## config.mk

```make
export PLATFORM = sky130hd
export DESIGN_NAME = pira_core
export DESIGN_NICKNAME = d
export VERILOG_FILES = /design/src/pira_pkg.sv /design/src/pira_word_reg.sv /design/src/pira_core.sv
export SDC_FILE = /design/constraint.sdc
export NUM_CORES = 2
export LEC_CHECK = 0
export BUFFER_PORTS_ARGS = -buffer_cell sky130_fd_sc_hd__buf_2
export CAP_MARGIN = 10
export CORE_UTILIZATION = 45
export DETAILED_ROUTE_END_ITERATION = 10
export PLACE_DENSITY = 0.64
export SLEW_MARGIN = 20
export SYNTH_ARGS = -nofsm -noshare
export SYNTH_HDL_FRONTEND = slang
export SYNTH_HIERARCHICAL = 1
export SYNTH_SLANG_ARGS = --single-unit
```

## constraint.sdc

```tcl
create_clock -name i_clk -period 3.24 [get_ports i_clk]
set_input_delay 0.324 -clock i_clk [delete_from_list [all_inputs] [get_ports i_clk]]
set_output_delay 0.324 -clock i_clk [all_outputs]
set_load 0.01 [all_outputs]
```

## src/pira_pkg.sv

```systemverilog
/*
  Package for the process image register access block.
  Holds the control byte layout, register numbers, unlock code and reset values.
  Assumes nothing of its surroundings.
*/
package pira_pkg;

  localparam int unsigned CTL_REG_MODE_BIT = 7;
  localparam int unsigned CTL_WRITE_BIT = 6;
  localparam int unsigned CTL_NUM_MSB = 5;
  localparam logic [5:0] REG_UNLOCK_NUM = 6'h1F;
  localparam logic [5:0] REG_FEATURE_NUM = 6'h20;
  localparam logic [15:0] UNLOCK_CODE = 16'h1235;
  localparam logic [15:0] UNLOCK_RESET = 16'h0000;
  localparam logic [15:0] FEATURE_RESET = 16'h0000;
  localparam logic [7:0] STATUS_RESET = 8'h00;
  localparam logic [15:0] WORD_RESET = 16'h0000;
  localparam int unsigned NUM_REGS = 64;

  typedef struct packed {
    logic [7:0] ctl;
    logic [15:0] word;
  } pira_image_t;

endpackage

```

## src/pira_word_reg.sv

```systemverilog
/*
  One 16-bit user register with a write strobe.
  Assumes the strobe and data come from logic on the same clock.
*/
`timescale 1ns/10ps
module pira_word_reg
  import pira_pkg::*;
#(
  parameter logic [15:0] RESET_VAL = 16'h0000
)
(
  // Clock and reset.
  input wire logic i_clk,
  input wire logic i_rst,
  // Write side.
  input wire logic i_we,
  input wire logic [15:0] i_data,
  // Stored value.
  output logic [15:0] o_value
);

  logic [15:0] value_q;
  logic [15:0] value_d;

  always_comb
  begin
    value_d = value_q;
    if (i_we)
    begin
      value_d = i_data;
    end
  end

  always_ff @(posedge i_clk)
  begin
    if (i_rst)
    begin
      value_q <= RESET_VAL;
    end
    else
    begin
      value_q <= value_d;
    end
  end

  assign o_value = value_q;

endmodule

```

## src/pira_core.sv

```systemverilog
/*
  Register access through the cyclic process image of an output terminal.
  The controller writes a control byte and an outgoing data word each cycle;
  the block answers with a status byte and an incoming data word.
  Assumes the process image arrives from logic on the same clock.
*/
`timescale 1ns/10ps
module pira_core
  import pira_pkg::*;
(
  // Clock and reset.
  input wire logic i_clk,
  input wire logic i_rst,
  // Process image from the controller.
  input wire pira_image_t i_out_image,
  // Process data path when register mode is off.
  input wire logic [15:0] i_proc_status_word,
  input wire logic [7:0] i_proc_status_byte,
  output logic [15:0] o_proc_out_word,
  output logic [7:0] o_proc_ctl_byte,
  // Process image back to the controller.
  output pira_image_t o_in_image,
  // Register state for the terminal logic.
  output logic [15:0] o_feature_settings,
  output logic o_write_enabled
);

  logic reg_mode;
  logic wr_req;
  logic [5:0] reg_num;
  logic new_req;
  logic wr_allowed;
  logic [15:0] unlock_val;
  logic [15:0] feature_val;
  logic [15:0] gen_val [NUM_REGS];
  logic [NUM_REGS-1:0] we_vec;
  logic [7:0] last_ctl_q;
  logic [7:0] last_ctl_d;
  pira_image_t in_image_q;
  pira_image_t in_image_d;
  logic [15:0] proc_word_q;
  logic [15:0] proc_word_d;
  logic [7:0] proc_ctl_q;
  logic [7:0] proc_ctl_d;
  logic [15:0] feat_q;
  logic unlocked_q;
  logic unlocked_d;

  assign reg_mode = i_out_image.ctl[CTL_REG_MODE_BIT];
  assign wr_req = i_out_image.ctl[CTL_WRITE_BIT];
  assign reg_num = i_out_image.ctl[CTL_NUM_MSB:0];
  // A held request is carried out once only.
  assign new_req = reg_mode && (i_out_image.ctl != last_ctl_q);
  assign wr_allowed = unlocked_q || (reg_num == REG_UNLOCK_NUM);
  assign unlock_val = gen_val[REG_UNLOCK_NUM];
  assign feature_val = gen_val[REG_FEATURE_NUM];

  // One storage word per register number; the two documented ones are special.
  for (genvar g = 0; g < NUM_REGS; g++)
  begin : g_regs
    assign we_vec[g] = new_req && wr_req && wr_allowed && (reg_num == 6'(g));
    pira_word_reg #(
      .RESET_VAL((g == int'(REG_FEATURE_NUM)) ? FEATURE_RESET : UNLOCK_RESET)
    ) u_reg (
      .i_clk(i_clk),
      .i_rst(i_rst),
      .i_we(we_vec[g]),
      .i_data(i_out_image.word),
      .o_value(gen_val[g])
    );
  end

  always_comb
  begin
    last_ctl_d = reg_mode ? i_out_image.ctl : STATUS_RESET;
    unlocked_d = unlocked_q;
    if (we_vec[REG_UNLOCK_NUM])
    begin
      unlocked_d = (i_out_image.word == UNLOCK_CODE);
    end
    in_image_d = in_image_q;
    proc_word_d = proc_word_q;
    proc_ctl_d = proc_ctl_q;
    if (!reg_mode)
    begin
      in_image_d.ctl = i_proc_status_byte;
      in_image_d.word = i_proc_status_word;
      proc_word_d = i_out_image.word;
      proc_ctl_d = i_out_image.ctl;
    end
    else if (new_req)
    begin
      if (wr_req)
      begin
        in_image_d.ctl = i_out_image.ctl ^ 8'h40;
        in_image_d.word = WORD_RESET;
      end
      else
      begin
        in_image_d.ctl = i_out_image.ctl;
        in_image_d.word = gen_val[reg_num];
      end
    end
  end

  always_ff @(posedge i_clk)
  begin
    if (i_rst)
    begin
      last_ctl_q <= STATUS_RESET;
      unlocked_q <= 1'b0;
      in_image_q <= '0;
      proc_word_q <= WORD_RESET;
      proc_ctl_q <= STATUS_RESET;
      feat_q <= FEATURE_RESET;
    end
    else
    begin
      last_ctl_q <= last_ctl_d;
      unlocked_q <= unlocked_d;
      in_image_q <= in_image_d;
      proc_word_q <= proc_word_d;
      proc_ctl_q <= proc_ctl_d;
      feat_q <= feature_val;
    end
  end

  assign o_in_image = in_image_q;
  assign o_proc_out_word = proc_word_q;
  assign o_proc_ctl_byte = proc_ctl_q;
  assign o_feature_settings = feat_q;
  assign o_write_enabled = unlocked_q;

  property p_write_ack;
    @(posedge i_clk) disable iff (i_rst)
    (new_req && wr_req) |=> (o_in_image.ctl == ($past(i_out_image.ctl) ^ 8'h40));
  endproperty
  a_write_ack: assert property (p_write_ack) else $error("write ack wrong");

  property p_read_ack;
    @(posedge i_clk) disable iff (i_rst)
    (new_req && !wr_req) |=> (o_in_image.ctl == $past(i_out_image.ctl));
  endproperty
  a_read_ack: assert property (p_read_ack) else $error("read ack wrong");

  property p_read_data;
    @(posedge i_clk) disable iff (i_rst)
    (new_req && !wr_req && reg_num == REG_UNLOCK_NUM) |=> (o_in_image.word == $past(unlock_val));
  endproperty
  a_read_data: assert property (p_read_data) else $error("read data wrong");

  property p_unlock;
    @(posedge i_clk) disable iff (i_rst)
    (we_vec[REG_UNLOCK_NUM] && i_out_image.word == UNLOCK_CODE) |=> o_write_enabled;
  endproperty
  a_unlock: assert property (p_unlock) else $error("unlock failed");

  property p_relock;
    @(posedge i_clk) disable iff (i_rst)
    (we_vec[REG_UNLOCK_NUM] && i_out_image.word == 16'h0000) |=> !o_write_enabled;
  endproperty
  a_relock: assert property (p_relock) else $error("relock failed");

  property p_protect;
    @(posedge i_clk) disable iff (i_rst)
    (!unlocked_q && reg_num == REG_FEATURE_NUM) |=> $stable(feature_val);
  endproperty
  a_protect: assert property (p_protect) else $error("protected write taken");

  property p_feature_write;
    @(posedge i_clk) disable iff (i_rst)
    (we_vec[REG_FEATURE_NUM]) |=> ##1 (o_feature_settings == $past(i_out_image.word, 2));
  endproperty
  a_feature_write: assert property (p_feature_write) else $error("feature not stored");

  property p_proc_pass;
    @(posedge i_clk) disable iff (i_rst)
    !reg_mode |=> (o_proc_out_word == $past(i_out_image.word));
  endproperty
  a_proc_pass: assert property (p_proc_pass) else $error("process data lost");

  // Register traffic must not leak onto the process outputs.
  property p_proc_hold;
    @(posedge i_clk) disable iff (i_rst)
    reg_mode |=> ($stable(o_proc_out_word) && $stable(o_proc_ctl_byte));
  endproperty
  a_proc_hold: assert property (p_proc_hold) else $error("process outputs moved");

  // The answer to a held request stays on the image until the request changes.
  property p_status_stands;
    @(posedge i_clk) disable iff (i_rst)
    (reg_mode && !new_req) |=> $stable(o_in_image);
  endproperty
  a_status_stands: assert property (p_status_stands) else $error("answer not held");

  property p_read_no_write;
    @(posedge i_clk) disable iff (i_rst)
    (new_req && !wr_req) |=>
      ($stable(feature_val) && $stable(unlock_val) && $stable(o_write_enabled));
  endproperty
  a_read_no_write: assert property (p_read_no_write) else $error("read changed state");

  c_write: cover property (@(posedge i_clk) disable iff (i_rst) new_req && wr_req);
  c_read: cover property (@(posedge i_clk) disable iff (i_rst) new_req && !wr_req);
  c_unlocked_feature: cover property (@(posedge i_clk) disable iff (i_rst)
    we_vec[REG_FEATURE_NUM]);
  c_refused_write: cover property (@(posedge i_clk) disable iff (i_rst)
    new_req && wr_req && !wr_allowed);
  c_held_request: cover property (@(posedge i_clk) disable iff (i_rst)
    reg_mode && !new_req);

endmodule

```

# Word level (Yosys, flattened, before mapping)
# Index checks and enable logic that the tools add are counted.
[totals] out_inout_bits=65 wordCells=219 mem_bits_rw=0 rom_bits=0 ff_bits=1096 latch_bits=0 input_bits=50 memories=0
[classes] magnitude_cmp=1 n_reduce_logical=70 mul=0 n_addsub=0 n_bitwise=3 div=0 eq_ne=66 mux=7 shift=0
[op_table] op="$eq A6 B6 Y1 const B" count=32
[op_table] op="$bmux W16 S6" count=1
[op_table] op="$eq A6 B5 Y1 const B" count=16
[op_table] op="$logic_and A1 B1 Y1" count=67
[op_table] op="$eq A6 B4 Y1 const B" count=8
[op_table] op="$mux W24" count=2
[op_table] op="$mux W16" count=2
[op_table] op="$eq A6 B3 Y1 const B" count=4
[op_table] op="$mux W23" count=1
[op_table] op="$eq A16 B13 Y1 const B" count=1
[op_table] op="$eq A6 B2 Y1 const B" count=2
[op_table] op="$mux W8" count=1
[op_table] op="$ne A8 B8 Y1" count=1
[op_table] op="$ge A7 B7 Y1 const B" count=1
[op_table] op="$not A6 Y7" count=1
[op_table] op="$eq A6 B1 Y1 const B" count=1
[op_table] op="$logic_not A6 Y1" count=1
[op_table] op="$ne A2 B1 Y1 const B" count=1
[op_table] op="$not A1 Y1" count=2
[op_table] op="$reduce_or A2 Y1" count=1
[op_table] op="$logic_or A1 B1 Y1" count=1

# Depth between registers and ports, before layout
[depth] word_depth=7 depth_mapped=13 mapped_depth_nobuf=7

# By module
# The synthesis kept the hierarchy.
[by_module_without_submodules] mod="pira_word_reg" area_per_inst_um2=580.6 seq_area_each_um2=320.3 n_inst=64 cells_per_inst=52
[by_module_without_submodules] mod="pira_core" area_per_inst_um2=11584.9 seq_area_each_um2=1441.4 n_inst=1 cells_per_inst=1253

# Worst setup path before layout
# Ideal clock, no wire load.
[synth_timing] kind="in2reg" start="in i_out_image[20] (netlist name)" end="reg g_regs[51].u_reg.value_q[10]" t_arrival_ps=2292 cell_stages=13 n_path_buf=6 setup_slack_ps=831 setup_ps=117 required_ps=3123 path_cell_list="buf_2 > xnor2_1 > nand4_1 > nor2_1 > buf_2 > or3b_2 > clkbuf_2 > buf_6 > nor2_1 > buf_6 > buf_12 > mux2i_1 > nor2_1"
[synth_between] elab_chain_len=5 word_cells_on_any_way=8 classes_between="eq/ne (3); reduce/logical (5)"
[synth_lines] item="from (decl)" line_no="pira_core.sv:15" source="input wire pira_image_t i_out_image,"
[synth_lines] item="$ne A8 B8 Y1" line_no="pira_core.sv:53" source="assign new_req = reg_mode && (i_out_image.ctl != last_ctl_q);"
[synth_lines] item="$logic_and A1 B1 Y1" line_no="pira_core.sv:53"
[synth_lines] item="$logic_and A1 B1 Y1 (2 in series)" line_no="pira_core.sv:61" source="assign we_vec[g] = new_req && wr_req && wr_allowed && (reg_num == 6'(g));"
[synth_lines] item="$logic_and A1 B1 Y1 (*)" line_no="pira_core.sv:61"
[synth_lines] item="named net we_vec[51]" line_no="pira_core.sv:36" source="logic [NUM_REGS-1:0] we_vec;"
[synth_lines] item="to (signal assigned)" line_no="pira_word_reg.sv:42" source="value_q <= value_d;"
[synth_lines] item="to (decl)" line_no="pira_word_reg.sv:22" source="logic [15:0] value_q;"
# Mark *: on every way through the listed nets, which the timed path passes. The rest lies on a longest branch.
# A chain may end at the register's enable or synchronous reset.

# Final worst setup path
[layout_timing] start="in i_out_image[22] (netlist name)" end="reg g_regs[6].u_reg.value_q[13]"
[layout_between] elab_chain_len=5
[layout_lines] item="$ne A8 B8 Y1" line_no="pira_core.sv:53"
[layout_lines] item="$logic_and A1 B1 Y1" line_no="pira_core.sv:53"
[layout_lines] item="$logic_and A1 B1 Y1 (*) (3 in series)" line_no="pira_core.sv:61"
[layout_lines] item="named net we_vec[6]" line_no="pira_core.sv:36"
[layout_lines] item="to (signal assigned)" line_no="pira_word_reg.sv:42"
[layout_lines] item="to (decl)" line_no="pira_word_reg.sv:22"
# Marked as above.

==> reports/qor.yml <==
floorplan:
  die_width_um: 331.1
  initial_utilization: 0.4547
  die-area_sq_um: 109600
  ios: 115
  rows: 120
  core_sq_um: 107200
  die_h_um: 331.1
global_route:
  grt_pass1_wl_um: 207100
  antenna_found_initial: 4
  grt_util_all_layers: 0.2461
  grt_overflow: 0
  grt_max_degree: 221
  grt_pass1_vias: 32460
layout:
  nFillCells: 9768
  layout_commonest_cell: "mux2i_1"
  mostFrequentLayoutCells: "1353 x mux2i_1, 1096 x dfxtp_1, 1063 x nor2_1, 177 x buf_4, 140 x a22oi_1"
  finalInstanceArea_sq_um: 53580
  nets: 4657
  post-route-util: 0.4998
  regArea_sq_um: 21940
  stdcell_count: 6105
  drive_gt1_frac: 0.1430
  multi_input_area_sq_um: 23560
  syn_to_final_growth_pct: 9.919
cts:
  htree_levels: 3
  clockBufferDepth: 3
  cts_tree: "built"
  clk_latency_ns: 0.72
  post_cts_resized: 0
  clock-root-buffer: "clkbuf_16"
  path_clk_slew_ns: 0.06
  cts_sinks: 1096
  cts_buffers: 115
worst_setup_path:
  endpoint_kind: "flop"
  crit_type: "input port to flop"
  required_ns: 3.80
  path_cells: "dlygate4sd3_1 -> buf_2 -> xnor2_1 -> nand4_1 -> nor2_1 -> or4_1 -> buf_4 -> nor2_2 -> buf_4 -> mux2i_1 -> nor2_1"
  critPathTopFamily: "buffers and inverters"
  rr_worst_depth: 9
  cpPeakStageDelay_ns: 0.54
  r2r_start: "last_ctl_q[5]$_SDFF_PP0_"
  critPathBufInv: 4
  crit_arrival_ns: 3.15
  cpMaxStageDelayCell: "dlygate4sd3_1"
  reg2reg_to: "g_regs[6].u_reg/o_value[13]$_SDFFE_PP0P_"
  r2r_slack_ns: 0.71
  path_max_fanout: 16
  critical_path.startpoint_type: "input port"
sta:
  rsz0062_at_grt: "no"
  setup_tns_ns: 0
  tightest_slew_ns: 1.290
  fin_crit_sh: 0.7996
  fin_crit_ns: 2.591
  fin_skew_ns: 0.02961
  setup_viol: 0
  maxSlewHeadroom: 0.1323
  clock.fmax_mhz: 386.0
  whs_ns: 0.05501
  hold_viol_final: 0
  final-max-slew-violation-count: 0
synth:
  syn_nets: 4631
  syn_inst: 4581
  synth_top_family_by_area: "multiplexers"
  ys_top_cells_by_area: "dfxtp_1 45%, mux2i_1 28%, nor2_1 8.7%, mux4_2 4.4%, buf_12 2.6%"
  synth.top_cell.area_share: 0.4502
  yosys_most_used_dff: "dfxtp_1"
  synth-warning-count: 6
  synth-compound-area-share: 0.04115
  syn_area_sq_um: 48740
  synth_top_area_cell: "dfxtp_1"
  synthSimpleGateAreaFrac: 0.1106
  avgSynthCellArea_sq_um: 10.64
  synthArstFlopShare: 0
  yosysSeqAreaShare: 0.4502
  ys_ff_latch: 1096
  synthMuxAreaShare: 0.3257
  ys_types: 56
  synth_edf_count: 0
  synth_xor_area_frac: 0.001438
  synth_fa_ha_area_frac: 0
route:
  ant_nets: 0
  drc: 0
  firstDrtPassIters: 5
  routed_wl_um: 137000
  wire_per_inst_um: 22.44
  vias_per_cell: 5.556
  drt_iter0_markers: 2935
  num_vias: 33920
place:
  place_inst: 5883
  io_buffers: 113
  dpl_cell_area_sq_um: 49590
  hpwl_um: 86040
  gp_congestion: 0.8668
pwr:
  ir_drop_mv: 0.4536
  powerDensity_nw_per_um2: 534.9
  p_leak_nw: 18.80
hold_path:
  min_path_cells: 4
  hp-class: "input port to flop"
  min_from: "i_proc_status_word[15]"
  hold-path-endpoint: "o_in_image[15]$_SDFFE_PP0P_"
run:
  drv_cap: 0
status:
  outcome: "complete, no violations"
## synth_stat cells, drive strengths merged (2+ instances only)
cell type / number
nand2b: 2
mux4: 96
nand2: 59
nor4: 18
o22ai: 31
nor3b: 2
o211ai: 16
inv: 19
dfxtp: 1096
a22o: 17
nor2b: 22
buf: 357
nor2: 1127
a311oi: 6
and2: 8
nand3: 42
clkbuf: 44
mux2i: 1353
a31oi: 17
a221oi: 15
mux2: 15
a22oi: 140
nor4b: 5
nor4bb: 4
xnor2: 8
a211o: 17
nand4: 23
and3b: 2
o2111ai: 3
nor3: 2
## per-stage QoR
| step | total power, mW | worst slack (ns) |
|---|---|---|
| floorplan | 14.66 | 0.8312 |
| global placement | 15.42 | 0.2343 |
| detailed placement | 15.42 | 0.1938 |
| CTS | 28.86 | 0.7149 |
| global route | 29.54 | 0.5142 |
| finish | 28.66 | 0.6493 |
## state kept, by name, indices dropped and copies added, names as in the netlist
register,count
o_in_image,24
last_ctl_q,8
o_feature_settings,16
o_proc_ctl_byte,7
g_regs.u_reg/o_value,1024
o_write_enabled,1
o_proc_out_word,16
## report_power, final
| group | internal, mW | switching (mW) | total [mW] | leakage [nW] |
|---|---|---|---|---|
| registers | 13.5 | 0.0334 | 13.6 | 8.83 |
| clock network | 7.93 | 5.57 | 13.5 | 1.92 |
| logic | 0.449 | 1.16 | 1.61 | 8.05 |
| total | 21.9 | 6.76 | 28.7 | 18.8 |
## how the worst max path moves through the flow
stage	startpoint	end	slack, ns	cells past startpoint
2_1_floorplan	i_out_image[20]	g_regs[51].u_reg/o_value[10]$_SDFFE_PP0P_	0.83	13
5_1_grt	i_out_image[20]	g_regs[50].u_reg/o_value[13]$_SDFFE_PP0P_	0.51	10
3_5_place_dp	i_out_image[16]	o_in_image[13]$_SDFFE_PP0P_	0.19	7
3_3_place_gp	i_out_image[21]	o_in_image[13]$_SDFFE_PP0P_	0.23	8
4_1_cts	i_out_image[22]	g_regs[6].u_reg/o_value[13]$_SDFFE_PP0P_	0.71	11
6_report	i_out_image[22]	g_regs[6].u_reg/o_value[13]$_SDFFE_PP0P_	0.65	11
## metal layers
layer	wire length, um	part of all wire	GRT usage	vias to the layer above
li1	-	-	-	16040
met1	64520	0.47	0.3496	16670
met2	60360	0.44	0.3798	1028
met3	8970	0.065	0.04455	182
met4	3093	0.023	0.07110	4
met5	25	0.00018	0	-
## cells by family after synthesis
logic type | after synthesis
compound gates | 266
xor+xnor | 8
buf+inv | 421
flops | 1096
mux | 1464
other cells | 1
simple gates | 1325
## worst reg2reg max path: cells and delay by family (launching register included)
| kind | cells | cell delay, ns |
|---|---|---|
| flops | 1 | 0.31 |
| buf+inv | 2 | 0.62 |
| simple gates | 5 | 1.08 |
| xor+xnor | 1 | 0.13 |
| mux | 1 | 0.26 |
## cell type report
cell class / count / area share
repair buffers: 310 / 0.04402
diodes: 2 / 0.00009342
flip-flops and latches: 1096 / 0.4095
clock buffers: 172 / 0.06315
inverters: 20 / 0.001401
multi-input cells: 3064 / 0.4397
well taps: 1403 / 0.03277
clock inverters: 38 / 0.009318
## what timing repair did
| item | 4_1_cts | 5_1_grt |
|---|---|---|
| hold buffers | 10 | 0 |
| setup buffers | 0 | 0 |
| endpoints found under the setup margin | 0 | 0 |
| endpoints found under the hold margin | 10 | 0 |
Note: power is estimated with default switching activity, not from simulation.
